`config.mk`:
```
export PLATFORM = sky130hd
export DESIGN_NAME = arss_sequencer
export DESIGN_NICKNAME = d
export VERILOG_FILES = /design/src/core/arss_pkg.sv /design/src/core/arss_conv_if.sv /design/src/core/arss_conv_engine.sv /design/src/core/arss_sequencer.sv
export VERILOG_INCLUDE_DIRS = /design/src /design/src/core
export SDC_FILE = /design/constraint.sdc
export NUM_CORES = 1
export LEC_CHECK = 0
export ABC_CLOCK_PERIOD_IN_PS = 5770
export BUFFER_PORTS_ARGS = -buffer_cell sky130_fd_sc_hd__buf_2
export CAP_MARGIN = 40
export CORE_MARGIN = 2
export CORE_UTILIZATION = 60
export CTS_BUF_LIST = sky130_fd_sc_hd__clkbuf_4
export DETAILED_ROUTE_END_ITERATION = 10
export GPL_TIMING_DRIVEN = 0
export PLACE_DENSITY_LB_ADDON = 0.25
export SLEW_MARGIN = 0
export SYNTH_ARGS = -nofsm -noshare
export SYNTH_HDL_FRONTEND = slang
export SYNTH_HIERARCHICAL = 1
export SYNTH_SLANG_ARGS = --single-unit
```
`constraint.sdc`:
```
create_clock -name mclk -period 5.77 [get_ports mclk]
set_input_delay 0.2885 -clock mclk [delete_from_list [all_inputs] [get_ports mclk]]
set_output_delay 0.2885 -clock mclk [all_outputs]
set_load 0.05 [all_outputs]
```
`src/core/arss_defines.svh`:
```
`ifndef ARSS_DEFINES_SVH
`define ARSS_DEFINES_SVH

// Register byte offsets on the plain register port
`define ARSS_ADDR_W 10
`define ARSS_RESULT_PAGE 6'h3C
`define ARSS_OFF_CTRL_TWO 10'h3D4
`define ARSS_OFF_CTRL_ZERO 10'h3D6
`define ARSS_OFF_CTRL_ONE 10'h3D7

// Reset values
`define ARSS_CTRL_ZERO_RESET 8'h00
`define ARSS_CTRL_ONE_RESET 8'h00
`define ARSS_CTRL_TWO_RESET 8'h00
`define ARSS_RESULT_RESET 10'h000

// Control register zero fields
`define ARSS_Z_CH_LO 0
`define ARSS_Z_CH_HI 2
`define ARSS_Z_MODE_LO 3
`define ARSS_Z_MODE_HI 4
`define ARSS_Z_TRIG_SEL 5
`define ARSS_Z_START 6
`define ARSS_Z_CKS_LO 7

// Control register one fields
`define ARSS_O_SCAN_LO 0
`define ARSS_O_SCAN_HI 1
`define ARSS_O_EXT_MODE 2
`define ARSS_O_BITS 3
`define ARSS_O_CKS_HI 4
`define ARSS_O_REF 5
`define ARSS_O_ROUTE_LO 6
`define ARSS_O_ROUTE_HI 7

// Control register two fields
`define ARSS_T_GROUP_LO 1
`define ARSS_T_GROUP_HI 2

// Mode field codes
`define ARSS_MODE_REPEAT 2'h1
`define ARSS_MODE_SWEEP 2'h2

// Converter clock ticks per conversion
`define ARSS_TICKS_8BIT 6'h1C
`define ARSS_TICKS_10BIT 6'h21

// Converter clock divide ratios by divider select code
`define ARSS_DIV_00 3'h4
`define ARSS_DIV_01 3'h2
`define ARSS_DIV_10 3'h3
`define ARSS_DIV_11 3'h6

`endif

```
`src/core/arss_pkg.sv`:
```
package arss_pkg;

  // Sequencer states
  typedef enum logic [1:0] {
    SEQ_IDLE,
    SEQ_WAIT_TRIG,
    SEQ_START,
    SEQ_BUSY
  } arss_seq_state_t;

  // One conversion result, right aligned
  typedef logic [9:0] arss_result_t;

endpackage : arss_pkg

```
`src/core/arss_conv_if.sv`:
```
`timescale 1ns/1ps
interface arss_conv_if;
  logic start;
  logic abort;
  logic tenBit;
  logic done;
  logic [9:0] result;

  modport seq (output start, output abort, output tenBit, input done, input result);
  modport eng (input start, input abort, input tenBit, output done, output result);
endinterface : arss_conv_if

```
`src/core/arss_conv_engine.sv`:
```
`timescale 1ns/1ps
`include "arss_defines.svh"
module arss_conv_engine
  import arss_pkg::*;
(
  input wire logic mclk,
  input wire logic rstSyncN,
  input wire logic convTick,
  input wire logic [9:0] sarCode,
  arss_conv_if.eng conv
);

  logic busy_reg;
  logic [5:0] tickCnt_reg;
  logic tenBit_reg;
  logic done_reg;
  arss_result_t result_reg;
  logic [5:0] tickTarget;

  // Length follows the resolution latched at start
  assign tickTarget = tenBit_reg ? `ARSS_TICKS_10BIT : `ARSS_TICKS_8BIT;
  assign conv.done = done_reg;
  assign conv.result = result_reg;

  // Busy and tick counting; abort wins so a stopped run never completes
  always_ff @(posedge mclk or negedge rstSyncN)
  begin
    if (!rstSyncN)
    begin
      busy_reg <= 1'b0;
      tickCnt_reg <= 6'h00;
      tenBit_reg <= 1'b0;
    end
    else if (conv.abort)
    begin
      busy_reg <= 1'b0;
      tickCnt_reg <= 6'h00;
    end
    else if (conv.start)
    begin
      busy_reg <= 1'b1;
      tickCnt_reg <= 6'h00;
      tenBit_reg <= conv.tenBit;
    end
    else if (busy_reg && convTick)
    begin
      if (tickCnt_reg == tickTarget - 6'h01)
      begin
        busy_reg <= 1'b0;
        tickCnt_reg <= 6'h00;
      end
      else
      begin
        tickCnt_reg <= tickCnt_reg + 6'h01;
      end
    end
  end

  // Completion pulse and captured code
  always_ff @(posedge mclk or negedge rstSyncN)
  begin
    if (!rstSyncN)
    begin
      done_reg <= 1'b0;
      result_reg <= `ARSS_RESULT_RESET;
    end
    else
    begin
      done_reg <= busy_reg && convTick && !conv.abort && !conv.start
                  && (tickCnt_reg == tickTarget - 6'h01);
      if (busy_reg && convTick && (tickCnt_reg == tickTarget - 6'h01))
      begin
        result_reg <= tenBit_reg ? sarCode : {2'b00, sarCode[9:2]};
      end
    end
  end

  property p_eight_bit_range;
    @(posedge mclk) disable iff (!rstSyncN)
    (done_reg && !tenBit_reg) |-> (result_reg == ($past(sarCode) >> 2));
  endproperty
  a_eight_bit_range: assert property (p_eight_bit_range)
    else $error("8-bit result has upper bits set");

  property p_done_after_start;
    @(posedge mclk) disable iff (!rstSyncN)
    done_reg |-> $past(busy_reg) && $past(convTick);
  endproperty
  a_done_after_start: assert property (p_done_after_start)
    else $error("completion without a running conversion");

endmodule : arss_conv_engine

```
`src/core/arss_sequencer.sv`:
```
// Operation
// - Repeat mode reconverts the one selected input after each completion.
// - Mode field 01 selects repeat, 10 selects single sweep.
// - Software trigger starts conversion once the start flag is written 1.
// - External trigger starts on a falling pin edge after the start flag is set.
// - Repeat mode stops only when the start flag clears; no interrupt.
// - Single sweep converts each input of the range once, then stops.
// - Sweep end under software trigger clears the start flag; software may abort.
// - Single sweep raises the interrupt request when the sweep completes.
// - Sweep range 00,01,10,11 covers inputs 0-1, 0-3, 0-5, 0-7.
// - Channel field picks input 0 to 7 in straight binary in repeat mode.
// - Channel field unused in sweep; sweep range unused in repeat.
// - Resolution bit selects 8-bit results at 0, 10-bit at 1.
// - Eight result registers, each conversion stored at its input position.
// - Repeat input chosen by channel, group and external route fields.
// - Three alternate input groups work like the primary group via group select.
`timescale 1ns/1ps
`include "arss_defines.svh"
module arss_sequencer
  import arss_pkg::*;
(
  input wire logic mclk,
  input wire logic rst_n,
  input wire logic [`ARSS_ADDR_W-1:0] addr,
  input wire logic [7:0] wrData,
  input wire logic wrStb,
  input wire logic rdStb,
  output logic [7:0] rdData,
  input wire logic externalTriggerPin,
  input wire logic [9:0] sarCode,
  output logic convIrq,
  output logic convActive,
  output logic [2:0] muxChannel,
  output logic [1:0] muxGroup,
  output logic [1:0] muxRoute,
  output logic refConnect
);

  logic rstMeta_reg;
  logic rstSyncN;
  logic [7:0] ctrlZero_reg;
  logic [7:0] ctrlOne_reg;
  logic [7:0] ctrlTwo_reg;
  logic startFlag_reg;
  logic startFlag_next;
  arss_result_t resultMem_reg [0:7];
  arss_seq_state_t seqState;
  logic [2:0] sweepPos_reg;
  logic [2:0] convPos_reg;
  logic [2:0] divCnt_reg;
  logic [2:0] divRatio;
  logic convTick_reg;
  logic trigMeta_reg;
  logic trigSyncA_reg;
  logic trigSyncB_reg;
  logic trigStable_reg;
  logic trigFall;
  logic [7:0] rdData_reg;
  logic convIrq_reg;
  logic convActive_reg;
  logic [2:0] muxChannel_reg;
  logic [1:0] muxGroup_reg;
  logic [1:0] muxRoute_reg;
  logic wrCtrlZero;
  logic wrCtrlOne;
  logic wrCtrlTwo;
  logic [1:0] modeCode;
  logic modeRepeat;
  logic modeSweep;
  logic trigSel;
  logic runOk;
  logic [2:0] sweepLastPos;
  logic sweepLast;
  logic [2:0] curChan;
  logic convDone;
  logic sweepDone;

  arss_conv_if conv ();

  // Reset release through two flops; assertion stays asynchronous
  always_ff @(posedge mclk or negedge rst_n)
  begin
    if (!rst_n)
    begin
      rstMeta_reg <= 1'b0;
      rstSyncN <= 1'b0;
    end
    else
    begin
      rstMeta_reg <= 1'b1;
      rstSyncN <= rstMeta_reg;
    end
  end

  // Address decode
  assign wrCtrlZero = wrStb && (addr == `ARSS_OFF_CTRL_ZERO);
  assign wrCtrlOne = wrStb && (addr == `ARSS_OFF_CTRL_ONE);
  assign wrCtrlTwo = wrStb && (addr == `ARSS_OFF_CTRL_TWO);

  // Field views of the control registers
  assign modeCode = ctrlZero_reg[`ARSS_Z_MODE_HI:`ARSS_Z_MODE_LO];
  assign modeRepeat = (modeCode == `ARSS_MODE_REPEAT);
  assign modeSweep = (modeCode == `ARSS_MODE_SWEEP);
  assign trigSel = ctrlZero_reg[`ARSS_Z_TRIG_SEL];
  assign runOk = startFlag_reg && (modeRepeat || modeSweep);
  // Range code n ends at input 2n+1, so the last position is the code with a 1 appended
  assign sweepLastPos = {ctrlOne_reg[`ARSS_O_SCAN_HI:`ARSS_O_SCAN_LO], 1'b1};
  assign sweepLast = (sweepPos_reg == sweepLastPos);
  // Channel field only counts in repeat mode, sweep position only in sweep
  assign curChan = modeRepeat ? ctrlZero_reg[`ARSS_Z_CH_HI:`ARSS_Z_CH_LO]
                              : sweepPos_reg;
  assign convDone = (seqState == SEQ_BUSY) && conv.done && runOk;
  assign sweepDone = convDone && modeSweep && sweepLast;

  // Control registers zero (without start flag), one and two
  always_ff @(posedge mclk or negedge rstSyncN)
  begin
    if (!rstSyncN)
    begin
      ctrlZero_reg <= `ARSS_CTRL_ZERO_RESET;
      ctrlOne_reg <= `ARSS_CTRL_ONE_RESET;
      ctrlTwo_reg <= `ARSS_CTRL_TWO_RESET;
    end
    else
    begin
      if (wrCtrlZero)
      begin
        ctrlZero_reg <= wrData;
      end
      if (wrCtrlOne)
      begin
        ctrlOne_reg <= wrData;
      end
      if (wrCtrlTwo)
      begin
        ctrlTwo_reg <= wrData;
      end
    end
  end

  // Start flag: a software write beats the hardware clear in the same cycle
  always_comb
  begin
    startFlag_next = startFlag_reg;
    if (sweepDone && !trigSel)
    begin
      startFlag_next = 1'b0;
    end
    if (wrCtrlZero)
    begin
      startFlag_next = wrData[`ARSS_Z_START];
    end
  end

  always_ff @(posedge mclk or negedge rstSyncN)
  begin
    if (!rstSyncN)
    begin
      startFlag_reg <= 1'b0;
    end
    else
    begin
      startFlag_reg <= startFlag_next;
    end
  end

  // Converter clock divider, free running so the tick phase is steady
  always_comb
  begin
    unique case ({ctrlOne_reg[`ARSS_O_CKS_HI], ctrlZero_reg[`ARSS_Z_CKS_LO]})
      2'b00: divRatio = `ARSS_DIV_00;
      2'b01: divRatio = `ARSS_DIV_01;
      2'b10: divRatio = `ARSS_DIV_10;
      2'b11: divRatio = `ARSS_DIV_11;
    endcase
  end

  always_ff @(posedge mclk or negedge rstSyncN)
  begin
    if (!rstSyncN)
    begin
      divCnt_reg <= 3'h0;
      convTick_reg <= 1'b0;
    end
    else if (divCnt_reg >= divRatio - 3'h1)
    begin
      divCnt_reg <= 3'h0;
      convTick_reg <= 1'b1;
    end
    else
    begin
      divCnt_reg <= divCnt_reg + 3'h1;
      convTick_reg <= 1'b0;
    end
  end

  // Trigger pin: three flops, a level counts once the last two agree
  always_ff @(posedge mclk or negedge rstSyncN)
  begin
    if (!rstSyncN)
    begin
      trigMeta_reg <= 1'b1;
      trigSyncA_reg <= 1'b1;
      trigSyncB_reg <= 1'b1;
      trigStable_reg <= 1'b1;
    end
    else
    begin
      trigMeta_reg <= externalTriggerPin;
      trigSyncA_reg <= trigMeta_reg;
      trigSyncB_reg <= trigSyncA_reg;
      if (trigSyncA_reg == trigSyncB_reg)
      begin
        trigStable_reg <= trigSyncB_reg;
      end
    end
  end

  // Falling edge of the agreed level
  assign trigFall = trigStable_reg && !trigSyncA_reg && !trigSyncB_reg;

  // Sequencer; clearing the start flag stops any stage at once
  always_ff @(posedge mclk or negedge rstSyncN)
  begin
    if (!rstSyncN)
    begin
      seqState <= SEQ_IDLE;
    end
    else if (!runOk)
    begin
      seqState <= SEQ_IDLE;
    end
    else
    begin
      unique case (seqState)
        SEQ_IDLE: seqState <= trigSel ? SEQ_WAIT_TRIG : SEQ_START;
        SEQ_WAIT_TRIG:
        begin
          if (trigFall)
          begin
            seqState <= SEQ_START;
          end
        end
        SEQ_START: seqState <= SEQ_BUSY;
        SEQ_BUSY:
        begin
          if (conv.done)
          begin
            if (modeRepeat || !sweepLast)
            begin
              seqState <= SEQ_START;
            end
            else
            begin
              // External trigger re-arms for the next sweep
              seqState <= trigSel ? SEQ_WAIT_TRIG : SEQ_IDLE;
            end
          end
        end
      endcase
    end
  end

  // Sweep position walks upward from input 0
  always_ff @(posedge mclk or negedge rstSyncN)
  begin
    if (!rstSyncN)
    begin
      sweepPos_reg <= 3'h0;
    end
    else if (seqState == SEQ_IDLE || seqState == SEQ_WAIT_TRIG || sweepDone)
    begin
      sweepPos_reg <= 3'h0;
    end
    else if (convDone && modeSweep)
    begin
      sweepPos_reg <= sweepPos_reg + 3'h1;
    end
  end

  // Position latched per conversion so the result lands where it was sampled
  always_ff @(posedge mclk or negedge rstSyncN)
  begin
    if (!rstSyncN)
    begin
      convPos_reg <= 3'h0;
    end
    else if (seqState == SEQ_START)
    begin
      convPos_reg <= curChan;
    end
  end

  // Engine handshake
  assign conv.start = (seqState == SEQ_START) && runOk;
  assign conv.abort = !runOk;
  assign conv.tenBit = ctrlOne_reg[`ARSS_O_BITS];

  arss_conv_engine u_arss_conv_engine (
    .mclk(mclk),
    .rstSyncN(rstSyncN),
    .convTick(convTick_reg),
    .sarCode(sarCode),
    .conv(conv)
  );

  // Result store, one register per input position
  always_ff @(posedge mclk or negedge rstSyncN)
  begin
    if (!rstSyncN)
    begin
      for (int i = 0; i < 8; i++)
      begin
        resultMem_reg[i] <= `ARSS_RESULT_RESET;
      end
    end
    else if (convDone)
    begin
      resultMem_reg[convPos_reg] <= conv.result;
    end
  end

  // Interrupt only from sweep completion, never from repeat mode
  always_ff @(posedge mclk or negedge rstSyncN)
  begin
    if (!rstSyncN)
    begin
      convIrq_reg <= 1'b0;
    end
    else
    begin
      convIrq_reg <= sweepDone;
    end
  end

  // Analog selection; route only applies in repeat mode
  always_ff @(posedge mclk or negedge rstSyncN)
  begin
    if (!rstSyncN)
    begin
      muxChannel_reg <= 3'h0;
      muxGroup_reg <= 2'h0;
      muxRoute_reg <= 2'h0;
      convActive_reg <= 1'b0;
    end
    else
    begin
      muxChannel_reg <= curChan;
      muxGroup_reg <= ctrlTwo_reg[`ARSS_T_GROUP_HI:`ARSS_T_GROUP_LO];
      muxRoute_reg <= modeRepeat ? ctrlOne_reg[`ARSS_O_ROUTE_HI:`ARSS_O_ROUTE_LO]
                                 : 2'h0;
      convActive_reg <= (seqState == SEQ_START) || (seqState == SEQ_BUSY);
    end
  end

  // Read data valid only in the cycle after the strobe; unmapped reads zero
  always_ff @(posedge mclk or negedge rstSyncN)
  begin
    if (!rstSyncN)
    begin
      rdData_reg <= 8'h00;
    end
    else if (!rdStb)
    begin
      rdData_reg <= 8'h00;
    end
    else if (addr == `ARSS_OFF_CTRL_ZERO)
    begin
      rdData_reg <= {ctrlZero_reg[7], startFlag_reg, ctrlZero_reg[5:0]};
    end
    else if (addr == `ARSS_OFF_CTRL_ONE)
    begin
      rdData_reg <= ctrlOne_reg;
    end
    else if (addr == `ARSS_OFF_CTRL_TWO)
    begin
      rdData_reg <= ctrlTwo_reg;
    end
    else if (addr[9:4] == `ARSS_RESULT_PAGE)
    begin
      rdData_reg <= addr[0] ? {6'h00, resultMem_reg[addr[3:1]][9:8]}
                            : resultMem_reg[addr[3:1]][7:0];
    end
    else
    begin
      rdData_reg <= 8'h00;
    end
  end

  assign rdData = rdData_reg;
  assign convIrq = convIrq_reg;
  assign convActive = convActive_reg;
  assign muxChannel = muxChannel_reg;
  assign muxGroup = muxGroup_reg;
  assign muxRoute = muxRoute_reg;
  assign refConnect = ctrlOne_reg[`ARSS_O_REF];

  property p_repeat_restart;
    @(posedge mclk) disable iff (!rstSyncN)
    (convDone && modeRepeat) |=> (seqState == SEQ_START);
  endproperty
  a_repeat_restart: assert property (p_repeat_restart)
    else $error("repeat mode did not restart");

  property p_soft_start;
    @(posedge mclk) disable iff (!rstSyncN)
    (seqState == SEQ_IDLE && runOk && !trigSel) |=> (seqState == SEQ_START || !runOk);
  endproperty
  a_soft_start: assert property (p_soft_start)
    else $error("software trigger did not start");

  property p_wait_edge;
    @(posedge mclk) disable iff (!rstSyncN)
    (seqState == SEQ_WAIT_TRIG && !trigFall) |=> (seqState != SEQ_START);
  endproperty
  a_wait_edge: assert property (p_wait_edge)
    else $error("started without trigger edge");

  property p_irq_sweep_only;
    @(posedge mclk) disable iff (!rstSyncN)
    convIrq_reg |-> ($past(modeCode) == `ARSS_MODE_SWEEP);
  endproperty
  a_irq_sweep_only: assert property (p_irq_sweep_only)
    else $error("interrupt outside single sweep");

  property p_sweep_clear;
    @(posedge mclk) disable iff (!rstSyncN)
    (sweepDone && !trigSel && !wrCtrlZero) |=> !startFlag_reg ##1 (seqState == SEQ_IDLE);
  endproperty
  a_sweep_clear: assert property (p_sweep_clear)
    else $error("start flag not cleared after sweep");

  property p_sweep_irq;
    @(posedge mclk) disable iff (!rstSyncN)
    sweepDone |=> convIrq_reg ##1 !convIrq_reg;
  endproperty
  a_sweep_irq: assert property (p_sweep_irq)
    else $error("missing single-cycle sweep interrupt");

  property p_range_bound;
    @(posedge mclk) disable iff (!rstSyncN)
    (seqState == SEQ_BUSY && modeSweep) |-> (sweepPos_reg <= sweepLastPos);
  endproperty
  a_range_bound: assert property (p_range_bound)
    else $error("sweep position past range");

  property p_result_store;
    @(posedge mclk) disable iff (!rstSyncN)
    convDone |=> (resultMem_reg[$past(convPos_reg)] == $past(conv.result));
  endproperty
  a_result_store: assert property (p_result_store)
    else $error("result not stored at its position");

  property p_ascending;
    @(posedge mclk) disable iff (!rstSyncN)
    (convDone && modeSweep && !sweepLast) |=> (sweepPos_reg == $past(sweepPos_reg) + 3'h1);
  endproperty
  a_ascending: assert property (p_ascending)
    else $error("sweep did not advance by one");

endmodule : arss_sequencer

```
==> flow_metrics.tcl <==
set metrics [dict create \
    critical_path_class "reg -> reg" \
    cp_max_fo 10 \
    drc 0 \
    ys_async_sr_fraction 1.000 \
    grt_pass1_vias 4667 \
    finClkSkew_ps 12.31 \
    ant_nets 0 \
    ir_drop_uv 96.73 \
    via_per_inst 5.941 \
    cp-start-kind "flip-flop" \
    grt_antenna_before_repair 0 \
    min_period_ps 2646 \
    finalNetCount 649 \
    rsz0062_at_grt "no" \
    hold_path.class "in -> reg" \
    tightest_slew_ps 770.7 \
    seqPwrFrac 0.597 \
    netlist_area_um2 7267 \
    place_inst 723 \
    synthCells 526 \
    synth-seq-cells 158 \
    ys_seq_area_frac 0.5448 \
    p_clk_frac 0.338 \
    drt_iter0_drc 371 \
    setup_viol_count_final 0 \
    num_antenna_cells 0 \
    io_buffers 48 \
    dr.pass1.iters 5 \
    fp.dieArea_um2 13010 \
    required_ps 6210 \
    die_height_um 114.1 \
    hpwl_um 10410 \
    grt_max_degree 71 \
    p_int_mw 1.479 \
    cts_max_level 4 \
    vias 4557 \
    power_density_nw_per_um2 235.1 \
    final_area_um2 8149 \
    avgSynthCellArea_um2 13.82 \
    p_total_mw 1.916 \
    place.gp.congestion 0.8637 \
    routedWlPerCell_um 19.52 \
    cp-end-kind "flip-flop" \
    largest_reg_flops 80 \
    synth_top_flop_cell "dfrtp_1" \
    placeableCoreArea_um2 11910 \
    status "completed" \
    pwr-share-comb 0.065 \
    clkTransAtPathRegs_ps 120 \
    placed_area_um2 7750 \
    hold_viol 0 \
    fmax_ghz 0.3780 \
    die_w_um 114.1 \
    std_cell_rows 40 \
    yosysWarnings 6 \
    final_layout_size_suffix_gt1_frac 0.3919 \
    worstSkewPairLatency_ps 560 \
    root_buffer "clkbuf_4" \
    synth_nets 567 \
    cts_buffer_depth 2 \
    grtUsageTotal 0.2497 \
    period_share 0.4586 \
    routed_wl_um 14970 \
    ys_types 58 \
    arrival_ps 3090 \
    swShare 0.2280 \
    slew_viol_final 0 \
    post_cts_buffers 0 \
    final_cells 767 \
    grt_pass1_wl_um 24250 \
    switching_power_mw 0.4368 \
    ioPinCount 51 \
    grt_overflow 0 \
    cts_tree "yes" \
    cts_sinks 158 \
    initial_utilization 0.6101 \
    drv_cap 0 \
    synth_edf_count 0 \
    syn_to_final_growth_pct 12.14 \
    leakage_nw 3.998 \
    max_slew_margin 0.4862 \
    cts_buffers 17 \
]
==> cell usage after synthesis, drive strengths merged, types with 3 or more instances <==
cell type / number / share of area
a21oi: 17 / 0.012
dfstp: 4 / 0.014
nand3: 11 / 0.0076
nand4: 5 / 0.0043
mux2: 126 / 0.20
or3: 4 / 0.0034
nand2b: 4 / 0.0034
inv: 10 / 0.0052
nor2b: 5 / 0.0043
mux4: 17 / 0.053
mux2i: 18 / 0.025
nor3b: 3 / 0.0031
o21ai: 6 / 0.0041
ha: 8 / 0.014
and2: 5 / 0.0043
nor2: 21 / 0.014
dfrtp: 154 / 0.53
nand3b: 4 / 0.0041
nand2: 19 / 0.0098
nor3: 7 / 0.0079
xnor2: 4 / 0.0048
buf: 16 / 0.012
o32ai: 7 / 0.0084
clkbuf: 11 / 0.0057
o211a: 6 / 0.0083
==> path summary, 6_finish.rpt <==
kind,startpoint,to,slack (ps),cells after the start
setup reg to reg,ctrlZero_reg[3],resultMem_reg[71],3120,8
hold / removal,sarCode[7],u_arss_conv_engine/conv.result[7],90,3
min in group asynchronous,rstSyncN,u_arss_conv_engine/conv.result[0],280,0
hold reg to reg,rstSyncN,u_arss_conv_engine/conv.result[0],280,0
max in group asynchronous,rstSyncN,convIrq,4490,2
setup / recovery,ctrlZero_reg[3],resultMem_reg[71],3120,8
==> power groups by stage <==
stage                     Clock, mW  Sequential (mW)  Combinational (mW)
after floorplan                   0             1.17              0.0675
after global placement            0             1.18              0.0935
after detailed placement          0             1.17               0.121
after CTS                     0.664             1.14               0.128
after global routing          0.711             1.15               0.143
final                         0.647             1.14               0.125
==> cell usage in the layout, fill, tap and decap left out, drive strengths merged, types with 5 or more instances in the layout <==
master       synthesis  layout
dfrtp              154     154
mux2               126     126
buf                 16      66
clkbuf              11      30
nor2                21      21
nand2               19      19
mux2i               18      18
a21oi               17      17
mux4                17      17
dlygate4sd3          0      13
nand3               11      11
inv                 10      10
clkinv               0       9
ha                   8       8
o32ai                7       7
nor3                 7       7
o211a                6       6
o21ai                6       6
and2                 5       5
nand4                5       5
nor2b                5       5
==> layer usage <==
| metal | global-route usage | part of all wire | vias up |
|---|---|---|---|
| li1 | - | - | 2105 |
| met1 | 0.3221 | 0.43 | 2323 |
| met2 | 0.4270 | 0.51 | 107 |
| met3 | 0.05241 | 0.040 | 22 |
| met4 | 0.07886 | 0.014 | 0 |
| met5 | 0 | 0 | - |
==> final cells by class <==
cell class              instances  area, um^2
clock inverters                12       126.4
repair buffers                 63       425.4
plain buffers                  27       130.1
clock buffers                  19       142.6
well taps                     147       183.9
inverters                      10       37.54
flip-flops and latches        158        3963
multi-input cells             331        3141
fillers                       891        3762
==> what timing repair did <==
action	4_1_cts	5_1_grt
hold buffers	13	0
hold endpoints to repair	29	0
resized for setup	0	0
==> stage by stage <==
stage	util	setup WS (ps)	setup TNS (ps)	hold WS (ps)
2_1_floorplan	-	1049	0	-7.091
3_3_place_gp	0.6457	-322.1	-47000	73.74
3_5_place_dp	0.6506	3157	0	76.45
4_1_cts	0.6841	3108	0	49.44
5_1_grt	0.6841	2978	0	62.21
6_report	0.6841	3124	0	86.12
==> kinds of logic (layout without fill, tap and decap cells) <==
logic type | Yosys count | after routing | synth area share
muxes | 161 | 161 | 0.2727
and+or+nand+nor | 100 | 100 | 0.08161
other | 1 | 1 | 0.0005160
buffers and inverters | 37 | 131 | 0.02307
DFF | 158 | 158 | 0.5448
adders and majority gates | 9 | 9 | 0.01515
xor gates and xnor gates | 4 | 4 | 0.004820
AOI/OAI and AO/OA | 56 | 56 | 0.05734
==> worst max-delay path, stage by stage, from the launching register on <==
cell and delay [ps]:
dfrtp_1 400, inv_1 60, ha_1 280, and2b_1 250, inv_2 100, or3_1 350, buf_2 170, nor3_4 510
mux2_2 410
Power figures use the tool's default switching activity.
